[config.mk]
export PLATFORM = sky130hd
export DESIGN_NAME = cid_instr_decode
export DESIGN_NICKNAME = d
export VERILOG_FILES = /design/src/rtl/cid_pkg.sv /design/src/rtl/cid_dec_if.sv /design/src/rtl/cid_field_dec.sv /design/src/rtl/cid_instr_decode.sv
export VERILOG_INCLUDE_DIRS = /design/src /design/src/rtl
export SDC_FILE = /design/constraint.sdc
export NUM_CORES = 1
export LEC_CHECK = 0
export ABC_AREA = 0
export BUFFER_PORTS_ARGS = -buffer_cell sky130_fd_sc_hd__buf_2
export CAP_MARGIN = 20
export CORE_MARGIN = 3
export CORE_UTILIZATION = 55
export CTS_CLUSTER_SIZE = 24
export DETAILED_ROUTE_END_ITERATION = 8
export PLACE_DENSITY = 0.91
export SETUP_SLACK_MARGIN = 0.02
export SYNTH_ARGS = -nofsm -noshare
export SYNTH_HDL_FRONTEND = slang
export SYNTH_SLANG_ARGS = --single-unit
[constraint.sdc]
create_clock -name clock -period 2.7 [get_ports clock]
set_input_delay 0.27 -clock clock [delete_from_list [all_inputs] [get_ports clock]]
set_output_delay 0.27 -clock clock [all_outputs]
set_load 0.01 [all_outputs]
[src/rtl/cid_defs.svh]
`ifndef CID_DEFS_SVH
`define CID_DEFS_SVH
// Function
// RL1: the fixed word 0x000b is recognised as a branch offset by the accumulator and takes two cycles.
// RL2: the fixed word 0x000a is recognised as a call whose target comes from the accumulator and takes two cycles.
// RL3: prefix 11 0100 with an 8-bit literal returns from a subroutine, loads the literal and takes two cycles.
// RL4: word 0x0062 copies the accumulator into the timer configuration register in one cycle.
// RL5: word 0x0063 enters standby in one cycle and updates the timeout and power-down flags.
// RL6: words 0x0060 to 0x0067 (other fixed words excluded) load a pin-direction register chosen by f in one cycle.
// RL7: prefix 11 0001 0 adds the six-bit literal to the selected indirect pointer in one cycle.
// RL8: prefix 00 0000 0001 0 loads through the selected pointer with pre/post inc/dec and updates the zero flag.
// RL9: prefix 11 1111 0 loads from pointer plus offset in one cycle and updates the zero flag.
// RL10: group 00 0000 0001 1nmm stores through the selected pointer with its modifier and leaves the flags alone.
// RL11: prefix 11 1111 1 stores at pointer plus offset in one cycle.
// RL12: an instruction that changes the program counter or whose test is true takes two cycles, the second a no-op.
// RL13: an indirect move addressing an indirection register while the pointer msb is set takes one extra cycle.
// RL14: each 14-bit word is one instruction; fixed opcode bits are matched first, then operand fields extracted.

// fixed words
`define CID_W_NOP      14'h0000
`define CID_W_RESET    14'h0001
`define CID_W_RETURN   14'h0008
`define CID_W_RETFIE   14'h0009
`define CID_W_CALLACC  14'h000a
`define CID_W_BRACC    14'h000b
`define CID_W_OPTION   14'h0062
`define CID_W_SLEEP    14'h0063
`define CID_W_CLRWDT   14'h0064
`define CID_M_FULL     14'h3fff
// masked groups: mask then match value
`define CID_M_PINDIR   14'h3ff8
`define CID_V_PINDIR   14'h0060
`define CID_M_BRA      14'h3e00
`define CID_V_BRA      14'h3200
`define CID_M_JUMP     14'h3800
`define CID_V_CALL     14'h2000
`define CID_V_GOTO     14'h2800
`define CID_M_RETLIT   14'h3f00
`define CID_V_RETLIT   14'h3400
`define CID_M_ADDPTR   14'h3f80
`define CID_V_ADDPTR   14'h3100
`define CID_M_INDMM    14'h3ff8
`define CID_V_LDMM     14'h0010
`define CID_V_STMM     14'h0018
`define CID_M_INDOFS   14'h3f80
`define CID_V_LDOFS    14'h3f00
`define CID_V_STOFS    14'h3f80
// operand field positions
`define CID_F_PTR_OFS  6
`define CID_F_PTR_MM   2
`define CID_F_MM_PRE   1
`define CID_F_MM_DEC   0
// reset values of the status flags
`define CID_RST_TIMEOUT 1'b1
`define CID_RST_PWRDN   1'b1
`endif

[src/rtl/cid_pkg.sv]
package cid_pkg;
    // decoded operation
    typedef enum logic [4:0] {
        CID_OP_NOP     = 5'h00,
        CID_OP_RESET   = 5'h01,
        CID_OP_RETURN  = 5'h02,
        CID_OP_RETFIE  = 5'h03,
        CID_OP_CALLACC = 5'h04,
        CID_OP_BRACC   = 5'h05,
        CID_OP_OPTION  = 5'h06,
        CID_OP_SLEEP   = 5'h07,
        CID_OP_CLRWDT  = 5'h08,
        CID_OP_PINDIR  = 5'h09,
        CID_OP_BRA     = 5'h0a,
        CID_OP_CALL    = 5'h0b,
        CID_OP_GOTO    = 5'h0c,
        CID_OP_RETLIT  = 5'h0d,
        CID_OP_ADDPTR  = 5'h0e,
        CID_OP_LDMM    = 5'h0f,
        CID_OP_STMM    = 5'h10,
        CID_OP_LDOFS   = 5'h11,
        CID_OP_STOFS   = 5'h12,
        CID_OP_OTHER   = 5'h13
    } cid_op_t;
    // cycle sequencer states
    typedef enum logic [1:0] {
        CID_ST_READY = 2'b00,
        CID_ST_NOP   = 2'b01,
        CID_ST_EXTRA = 2'b10
    } cid_state_t;
endpackage : cid_pkg

[src/rtl/cid_dec_if.sv]
`timescale 1ns/1ps
interface cid_dec_if;
    cid_pkg::cid_op_t op;
    logic [10:0] operand;
    logic ptr_sel;
    logic ptr_pre;
    logic ptr_dec;
    logic [2:0] pin_sel;
    logic pc_change;
    logic indirect;
    logic acc_load;
    logic zero_update;
    modport dec (output op, operand, ptr_sel, ptr_pre, ptr_dec, pin_sel, pc_change, indirect, acc_load, zero_update);
    modport sink (input op, operand, ptr_sel, ptr_pre, ptr_dec, pin_sel, pc_change, indirect, acc_load, zero_update);
endinterface : cid_dec_if

[src/rtl/cid_field_dec.sv]
`timescale 1ns/1ps
`include "cid_defs.svh"
module cid_field_dec (
    // fetched word
    input wire logic [13:0] word,
    // decoded fields
    cid_dec_if.dec d
);
    // masked compare of the word against an opcode pattern
    function automatic logic cid_match(input logic [13:0] w, input logic [13:0] m, input logic [13:0] v);
        cid_match = ((w & m) == v);
    endfunction : cid_match

    // fixed words first, then masked groups, then fields
    always_comb begin
        d.op = cid_pkg::CID_OP_OTHER; // [RL14]
        d.operand = 11'h000;
        d.ptr_sel = 1'b0;
        d.ptr_pre = 1'b0;
        d.ptr_dec = 1'b0;
        d.pin_sel = word[2:0];
        d.pc_change = 1'b0;
        d.indirect = 1'b0;
        d.acc_load = 1'b0;
        d.zero_update = 1'b0;
        if (cid_match(word, `CID_M_FULL, `CID_W_NOP)) begin
            d.op = cid_pkg::CID_OP_NOP;
        end else if (cid_match(word, `CID_M_FULL, `CID_W_RESET)) begin
            d.op = cid_pkg::CID_OP_RESET;
        end else if (cid_match(word, `CID_M_FULL, `CID_W_RETURN)) begin
            d.op = cid_pkg::CID_OP_RETURN;
            d.pc_change = 1'b1;
        end else if (cid_match(word, `CID_M_FULL, `CID_W_RETFIE)) begin
            d.op = cid_pkg::CID_OP_RETFIE;
            d.pc_change = 1'b1;
        end else if (cid_match(word, `CID_M_FULL, `CID_W_CALLACC)) begin
            d.op = cid_pkg::CID_OP_CALLACC; // [RL2]
            d.pc_change = 1'b1;
        end else if (cid_match(word, `CID_M_FULL, `CID_W_BRACC)) begin
            d.op = cid_pkg::CID_OP_BRACC; // [RL1]
            d.pc_change = 1'b1;
        end else if (cid_match(word, `CID_M_FULL, `CID_W_OPTION)) begin
            d.op = cid_pkg::CID_OP_OPTION; // [RL4]
        end else if (cid_match(word, `CID_M_FULL, `CID_W_SLEEP)) begin
            d.op = cid_pkg::CID_OP_SLEEP; // [RL5]
        end else if (cid_match(word, `CID_M_FULL, `CID_W_CLRWDT)) begin
            d.op = cid_pkg::CID_OP_CLRWDT;
        end else if (cid_match(word, `CID_M_PINDIR, `CID_V_PINDIR)) begin
            d.op = cid_pkg::CID_OP_PINDIR; // [RL6]
        end else if (cid_match(word, `CID_M_BRA, `CID_V_BRA)) begin
            d.op = cid_pkg::CID_OP_BRA;
            d.operand = {2'h0, word[8:0]};
            d.pc_change = 1'b1;
        end else if (cid_match(word, `CID_M_JUMP, `CID_V_CALL)) begin
            d.op = cid_pkg::CID_OP_CALL;
            d.operand = word[10:0];
            d.pc_change = 1'b1;
        end else if (cid_match(word, `CID_M_JUMP, `CID_V_GOTO)) begin
            d.op = cid_pkg::CID_OP_GOTO;
            d.operand = word[10:0];
            d.pc_change = 1'b1;
        end else if (cid_match(word, `CID_M_RETLIT, `CID_V_RETLIT)) begin
            d.op = cid_pkg::CID_OP_RETLIT; // [RL3]
            d.operand = {3'h0, word[7:0]};
            d.pc_change = 1'b1;
            d.acc_load = 1'b1;
        end else if (cid_match(word, `CID_M_ADDPTR, `CID_V_ADDPTR)) begin
            d.op = cid_pkg::CID_OP_ADDPTR; // [RL7]
            d.operand = {5'h00, word[5:0]};
            d.ptr_sel = word[`CID_F_PTR_OFS];
        end else if (cid_match(word, `CID_M_INDMM, `CID_V_LDMM) || cid_match(word, `CID_M_INDMM, `CID_V_STMM)) begin
            d.op = word[3] ? cid_pkg::CID_OP_STMM : cid_pkg::CID_OP_LDMM; // [RL8] [RL10]
            d.ptr_sel = word[`CID_F_PTR_MM];
            d.ptr_pre = ~word[`CID_F_MM_PRE];
            d.ptr_dec = word[`CID_F_MM_DEC];
            d.indirect = 1'b1;
            d.acc_load = ~word[3];
            d.zero_update = ~word[3];
        end else if (cid_match(word, `CID_M_INDOFS, `CID_V_LDOFS) || cid_match(word, `CID_M_INDOFS, `CID_V_STOFS)) begin
            d.op = word[7] ? cid_pkg::CID_OP_STOFS : cid_pkg::CID_OP_LDOFS; // [RL9] [RL11]
            d.operand = {5'h00, word[5:0]};
            d.ptr_sel = word[`CID_F_PTR_OFS];
            d.indirect = 1'b1;
            d.acc_load = ~word[7];
            d.zero_update = ~word[7];
        end
    end
endmodule : cid_field_dec

[src/rtl/cid_instr_decode.sv]
`timescale 1ns/1ps
`include "cid_defs.svh"
module cid_instr_decode (
    // clock and reset
    input wire logic clock,
    input wire logic rst,
    // instruction fetch
    input wire logic [13:0] instr_word,
    input wire logic instr_valid,
    input wire logic cond_true,
    // pointer state from the core
    input wire logic [1:0] ptr_msb,
    input wire logic target_is_indirection,
    // sequencing
    output logic instr_ready,
    output logic nop_cycle,
    // decoded operation and fields
    output cid_pkg::cid_op_t op_code,
    output logic [10:0] operand,
    output logic ptr_sel,
    output logic ptr_pre,
    output logic ptr_dec,
    output logic [2:0] pin_dir_sel,
    // execute strobes
    output logic pc_load,
    output logic acc_load,
    output logic zero_update,
    output logic timer_cfg_write,
    output logic pin_dir_write,
    output logic pointer_add,
    output logic indirect_load,
    output logic indirect_store,
    output logic standby_enter,
    output logic wdt_clear,
    output logic soft_reset,
    // status flags
    output logic timeout_flag,
    output logic power_down_flag
);
    ////////////////////////////////////////////////////////////////////////////////
    cid_dec_if dif ();

    // field decoder for the word on the fetch port
    cid_field_dec u_dec (
        .word(instr_word),
        .d(dif.dec)
    );

    ////////////////////////////////////////////////////////////////////////////////
    cid_pkg::cid_state_t state_reg, state_next;
    logic ready_reg, ready_next;
    logic nop_reg, nop_next;
    cid_pkg::cid_op_t op_reg, op_next;
    logic [10:0] operand_reg, operand_next;
    logic ptr_sel_reg, ptr_sel_next;
    logic ptr_pre_reg, ptr_pre_next;
    logic ptr_dec_reg, ptr_dec_next;
    logic [2:0] pin_sel_reg, pin_sel_next;
    logic pc_load_reg, pc_load_next;
    logic acc_load_reg, acc_load_next;
    logic zero_upd_reg, zero_upd_next;
    logic tmr_wr_reg, tmr_wr_next;
    logic pin_wr_reg, pin_wr_next;
    logic ptr_add_reg, ptr_add_next;
    logic ind_ld_reg, ind_ld_next;
    logic ind_st_reg, ind_st_next;
    logic standby_reg, standby_next;
    logic wdt_clr_reg, wdt_clr_next;
    logic sreset_reg, sreset_next;
    logic timeout_reg, timeout_next;
    logic pwrdn_reg, pwrdn_next;
    logic accept;
    logic extra_cycle;
    logic two_cycle;

    // a word is taken only while the sequencer is ready
    assign accept = instr_valid && ready_reg;
    // indirection register behind a pointer with its msb set costs a cycle
    assign extra_cycle = dif.indirect && target_is_indirection && ptr_msb[dif.ptr_sel]; // [RL13]
    // program counter change or true test forces a trailing no-op
    assign two_cycle = dif.pc_change || cond_true; // [RL12]

    ////////////////////////////////////////////////////////////////////////////////
    // next state of sequencer, fields, strobes and flags
    always_comb begin
        state_next = state_reg;
        ready_next = ready_reg;
        nop_next = 1'b0;
        op_next = cid_pkg::CID_OP_NOP;
        operand_next = operand_reg;
        ptr_sel_next = ptr_sel_reg;
        ptr_pre_next = ptr_pre_reg;
        ptr_dec_next = ptr_dec_reg;
        pin_sel_next = pin_sel_reg;
        pc_load_next = 1'b0;
        acc_load_next = 1'b0;
        zero_upd_next = 1'b0;
        tmr_wr_next = 1'b0;
        pin_wr_next = 1'b0;
        ptr_add_next = 1'b0;
        ind_ld_next = 1'b0;
        ind_st_next = 1'b0;
        standby_next = 1'b0;
        wdt_clr_next = 1'b0;
        sreset_next = 1'b0;
        timeout_next = timeout_reg;
        pwrdn_next = pwrdn_reg;
        unique case (state_reg)
            cid_pkg::CID_ST_READY: begin
                if (accept) begin
                    op_next = dif.op;
                    operand_next = dif.operand;
                    ptr_sel_next = dif.ptr_sel;
                    ptr_pre_next = dif.ptr_pre;
                    ptr_dec_next = dif.ptr_dec;
                    pin_sel_next = dif.pin_sel;
                    pc_load_next = dif.pc_change; // [RL1] [RL2] [RL3]
                    acc_load_next = dif.acc_load;
                    zero_upd_next = dif.zero_update; // [RL8] [RL9]
                    tmr_wr_next = (dif.op == cid_pkg::CID_OP_OPTION); // [RL4]
                    pin_wr_next = (dif.op == cid_pkg::CID_OP_PINDIR); // [RL6]
                    ptr_add_next = (dif.op == cid_pkg::CID_OP_ADDPTR); // [RL7]
                    ind_ld_next = (dif.op == cid_pkg::CID_OP_LDMM) || (dif.op == cid_pkg::CID_OP_LDOFS);
                    ind_st_next = (dif.op == cid_pkg::CID_OP_STMM) || (dif.op == cid_pkg::CID_OP_STOFS); // [RL10] [RL11]
                    standby_next = (dif.op == cid_pkg::CID_OP_SLEEP); // [RL5]
                    wdt_clr_next = (dif.op == cid_pkg::CID_OP_CLRWDT);
                    sreset_next = (dif.op == cid_pkg::CID_OP_RESET);
                    // standby sets time-out, clears power-down; watchdog clear sets both
                    if (dif.op == cid_pkg::CID_OP_SLEEP) begin
                        timeout_next = 1'b1; // [RL5]
                        pwrdn_next = 1'b0;
                    end else if (dif.op == cid_pkg::CID_OP_CLRWDT) begin
                        timeout_next = 1'b1;
                        pwrdn_next = 1'b1;
                    end
                    if (two_cycle) begin
                        state_next = cid_pkg::CID_ST_NOP; // [RL12]
                        ready_next = 1'b0;
                    end else if (extra_cycle) begin
                        state_next = cid_pkg::CID_ST_EXTRA; // [RL13]
                        ready_next = 1'b0;
                    end
                end
            end
            cid_pkg::CID_ST_NOP, cid_pkg::CID_ST_EXTRA: begin
                // stall cycle executes as a no-op
                nop_next = 1'b1;
                state_next = cid_pkg::CID_ST_READY;
                ready_next = 1'b1;
            end
            default: begin
                state_next = cid_pkg::CID_ST_READY;
                ready_next = 1'b1;
            end
        endcase
    end

    ////////////////////////////////////////////////////////////////////////////////
    // register every next value
    always_ff @(posedge clock or posedge rst) begin
        if (rst) begin
            state_reg <= cid_pkg::CID_ST_READY;
            ready_reg <= 1'b1;
            nop_reg <= 1'b0;
            op_reg <= cid_pkg::CID_OP_NOP;
            operand_reg <= 11'h000;
            ptr_sel_reg <= 1'b0;
            ptr_pre_reg <= 1'b0;
            ptr_dec_reg <= 1'b0;
            pin_sel_reg <= 3'h0;
            pc_load_reg <= 1'b0;
            acc_load_reg <= 1'b0;
            zero_upd_reg <= 1'b0;
            tmr_wr_reg <= 1'b0;
            pin_wr_reg <= 1'b0;
            ptr_add_reg <= 1'b0;
            ind_ld_reg <= 1'b0;
            ind_st_reg <= 1'b0;
            standby_reg <= 1'b0;
            wdt_clr_reg <= 1'b0;
            sreset_reg <= 1'b0;
            timeout_reg <= `CID_RST_TIMEOUT;
            pwrdn_reg <= `CID_RST_PWRDN;
        end else begin
            state_reg <= state_next;
            ready_reg <= ready_next;
            nop_reg <= nop_next;
            op_reg <= op_next;
            operand_reg <= operand_next;
            ptr_sel_reg <= ptr_sel_next;
            ptr_pre_reg <= ptr_pre_next;
            ptr_dec_reg <= ptr_dec_next;
            pin_sel_reg <= pin_sel_next;
            pc_load_reg <= pc_load_next;
            acc_load_reg <= acc_load_next;
            zero_upd_reg <= zero_upd_next;
            tmr_wr_reg <= tmr_wr_next;
            pin_wr_reg <= pin_wr_next;
            ptr_add_reg <= ptr_add_next;
            ind_ld_reg <= ind_ld_next;
            ind_st_reg <= ind_st_next;
            standby_reg <= standby_next;
            wdt_clr_reg <= wdt_clr_next;
            sreset_reg <= sreset_next;
            timeout_reg <= timeout_next;
            pwrdn_reg <= pwrdn_next;
        end
    end

    // outputs straight from flops
    assign instr_ready = ready_reg;
    assign nop_cycle = nop_reg;
    assign op_code = op_reg;
    assign operand = operand_reg;
    assign ptr_sel = ptr_sel_reg;
    assign ptr_pre = ptr_pre_reg;
    assign ptr_dec = ptr_dec_reg;
    assign pin_dir_sel = pin_sel_reg;
    assign pc_load = pc_load_reg;
    assign acc_load = acc_load_reg;
    assign zero_update = zero_upd_reg;
    assign timer_cfg_write = tmr_wr_reg;
    assign pin_dir_write = pin_wr_reg;
    assign pointer_add = ptr_add_reg;
    assign indirect_load = ind_ld_reg;
    assign indirect_store = ind_st_reg;
    assign standby_enter = standby_reg;
    assign wdt_clear = wdt_clr_reg;
    assign soft_reset = sreset_reg;
    assign timeout_flag = timeout_reg;
    assign power_down_flag = pwrdn_reg;
endmodule : cid_instr_decode

==> key figures <==
Worst setup path
  – Req. time, crit path: about 3000 ps
  – Crit-path cells: inv_1 > ha_1 > and3_1 > o21ai_0 > nor2_1 > a32o_1
  – Critical path arrival: between 2000 and 2500 ps
  – CP Capture Type: flop
  – CP max stage cell: and3_1
  – Reg-to-Reg Start: state_reg[0]$_DFFE_PP0P_
  – CP max stage delay: between 400 and 500 ps
  – Reg2reg end: operand[5]$_DFFE_PP0P_
  – Reg2reg path depth: 6
  – R2r setup slk: just under 800 ps
  – Crit Path Class: reg2reg
  – CP max FO: 9
  – Crit start category: flop

Layout
  – Leading cell type in the layout, fill and taps excluded: buf_2
  – Max FFs per register: 11
  – Nets: 283
  – Share of cells above drive strength 1: about a third
  – Diodes inserted: 0
  – Most frequent cells in the layout: 56 x buf_2, 36 x dfrtp_1, 35 x nand2_1
  – Syn-to-layout area delta: 18.63%

Placement
  – Setup WS pre-CTS: around 440 ps
  – RD Place Congestion: between 0.9 and 1
  – DP HPWL: around 3600 um
  – Quantity of I/O buffers inserted on ports: between 50 and 60

STA
  – Final worst slack: 772.9 ps
  – Final setup vio count: 0
  – Final worst-path cycle share: between 70% and 80%
  – Worst hold margin: about 27 ps
  – RSZ-0062 raised after global routing: no
  – Fin Clk Skew: 13.82 ps
  – Peak Freq: just over 0.5 GHz
  – Final min period: a little under 2000 ps
  – Fin. Hold Viols: 0
  – Final Max Tran Viols: 0
  – Slew HR: between 40% and 50%
  – Fin Setup TNS: 0 ps
  – Slew at the pin closest to its max-slew limit: between 700 and 800 ps

Clocking
  – Clock Sinks: 38
  – Clk buf depth: 2
  – CTS tree: built
  – Hold Buf Count CTS: 0
  – Total CTS buffers: 5
  – Clock-pin slew on the worst setup and hold paths: about 120 ps
  – Root Driver: clkbuf_4
  – Worst skew pair latency: 350 ps
  – H-tree depth: 2
  – Postcts setup bufs: 0
  – Post_cts resized: 0

Global route
  – GR Util All Layers: 22.63%
  – Largest net degree at the start of global routing: 26
  – Total grt overflow: 0
  – First-pass GRT wire length: 7286 um
  – Initial antenna violation count: 0
  – Vias in the first global route: roughly 1500

Floorplanning
  – Initial Utilization: between 50 and 60%
  – Die height: about 66 um
  – Row Count: 21
  – Top-Level Pins: 58
  – Die span in x: between 60 and 70 um
  – Core area: 3390 um^2
  – Die area: roughly 4300 um^2

Routing
  – Via count: roughly 1800
  – Max layer used: met4
  – Avg WL per Cell: approximately 15 um
  – Via/cell ratio: slightly below 6
  – Wl on met1: 2019 um
  – Routed met2 length: approximately 2200 um
  – Wire length on met3: between 300 and 400 um
  – Routed wire length: between 4000 and 5000 um
  – Residual DRC: 0
  – Initial DRC Count: 139
  – First-pass detailed-route iteration total: 4
  – Routed Antenna Nets: 0

Synthesis
  – Yosys reg bits: 38
  – Number of synthesized flops with an enable pin: 0
  – Cell taking the most area after synthesis: dfrtp_1
  – FFs w/ async S/R, synth: 100.0%
  – Sequential fraction of the synthesis area: 48.63%
  – Top_reg_cell synth: dfrtp_1
  – Mapped Area: between 1500 and 2000 um^2
  – Synth Instances: ~210
  – Syn nets: 227
  – Yosys cell types: 57
  – Synth warn: 0
  – Top-area cell type share of the netlist area: 45.95%
  – Syn_area_per_cell: 9.564 um^2
  – Synth area leaders: dfrtp_1 46%, nand2_1 6.7%, nor2_1 3.3%

Min path
  – Worst hold path class: in2async

Power and ir drop
  – Maximum VDD drop: roughly 0.00036 V
  – Power Dens Cells: roughly 660 nW/um^2
  – Leakage: approximately 1.2 nW

Outcome
  – Outcome: finished, final reports clean

Job
  – Max-cap violations: 0
-- power by group --
part | internal (mW) | leakage [nW] | switching (mW)
registers | 0.690 | 0.508 | 0.0578
logic | 0.180 | 0.628 | 0.294
clock network | 0.125 | 0.0343 | 0.192
total | 0.995 | 1.17 | 0.544
-- cells by family after synthesis --
kind of cell / Yosys count / share of synthesized area (%)
compound gates: 43 / 17.42
fa+ha+maj: 1 / 0.6381
buf+inv: 19 / 4.530
flops: 38 / 48.63
other cells: 1 / 0.1913
simple gates: 103 / 28.59
-- worst max path at each step --
stage | from | to | cells after the start
2_1_floorplan | instr_word[13] | power_down_flag$_DFFE_PP1P_ | 8
3_3_place_gp | instr_word[8] | power_down_flag$_DFFE_PP1P_ | 7
5_1_grt | state_reg[1]$_DFFE_PP0P_ | operand[5]$_DFFE_PP0P_ | 6
3_5_place_dp | instr_word[8] | power_down_flag$_DFFE_PP1P_ | 7
6_report | state_reg[0]$_DFFE_PP0P_ | operand[5]$_DFFE_PP0P_ | 6
4_1_cts | instr_word[8] | power_down_flag$_DFFE_PP1P_ | 7
-- final cells by class --
| cell class | count | area [um^2] |
|---|---|---|
| repair buffers | 58 | 295.3 |
| clock inverters | 2 | 12.51 |
| inverters | 10 | 37.54 |
| multi-input cells | 148 | 918.4 |
| clock buffers | 6 | 51.30 |
| flip-flops and latches | 38 | 953.4 |
| fillers | 273 | 1064 |
| well taps | 46 | 57.56 |
-- metrics by stage --
stage | total power [mW] | instances | cell area (um^2) | utilization [%]
2_1_floorplan | 1.035 | 205 | 1961 | -
3_3_place_gp | 1.217 | 300 | 2262 | 66.74
3_5_place_dp | 1.236 | 300 | 2262 | 66.74
4_1_cts | 1.547 | 308 | 2326 | 68.62
5_1_grt | 1.637 | 308 | 2326 | 68.62
6_report | 1.539 | 308 | 2326 | 68.62
-- layer usage --
metal	vias to the layer above	track usage, %
met2	89	33.42
li1	846	-
met3	12	6.496
met1	843	30.51
met5	-	0
met4	0	10.62
-- Yosys cell counts, drive strengths merged (2+ instances only) --
| cell | n |
|---|---|
| dfrtp | 36 |
| nand2 | 35 |
| nor2 | 18 |
| o21ai | 10 |
| inv | 9 |
| nor3 | 8 |
| nand3 | 6 |
| a21oi | 5 |
| buf | 5 |
| or3 | 5 |
| a211oi | 4 |
| and3 | 4 |
| clkbuf | 4 |
| nand4 | 4 |
| o31ai | 4 |
| a22o | 3 |
| a32o | 3 |
| nand2b | 3 |
| nor4 | 3 |
| dfstp | 2 |
| nand3b | 2 |
| nor2b | 2 |
| nor3b | 2 |
| o2111ai | 2 |
| o31a | 2 |
| or2 | 2 |
-- worst max-delay path, delay by kind of cell (launching register included) --
family	cells	cell delay, ps
AO/OA/AOI/OAI	2	500
AND/OR/NAND/NOR	2	690
flip-flops	1	400
buffers and inverters	1	60
adder cells (fa/ha/maj)	1	230
No activity file was read; power rests on OpenSTA's default activity.
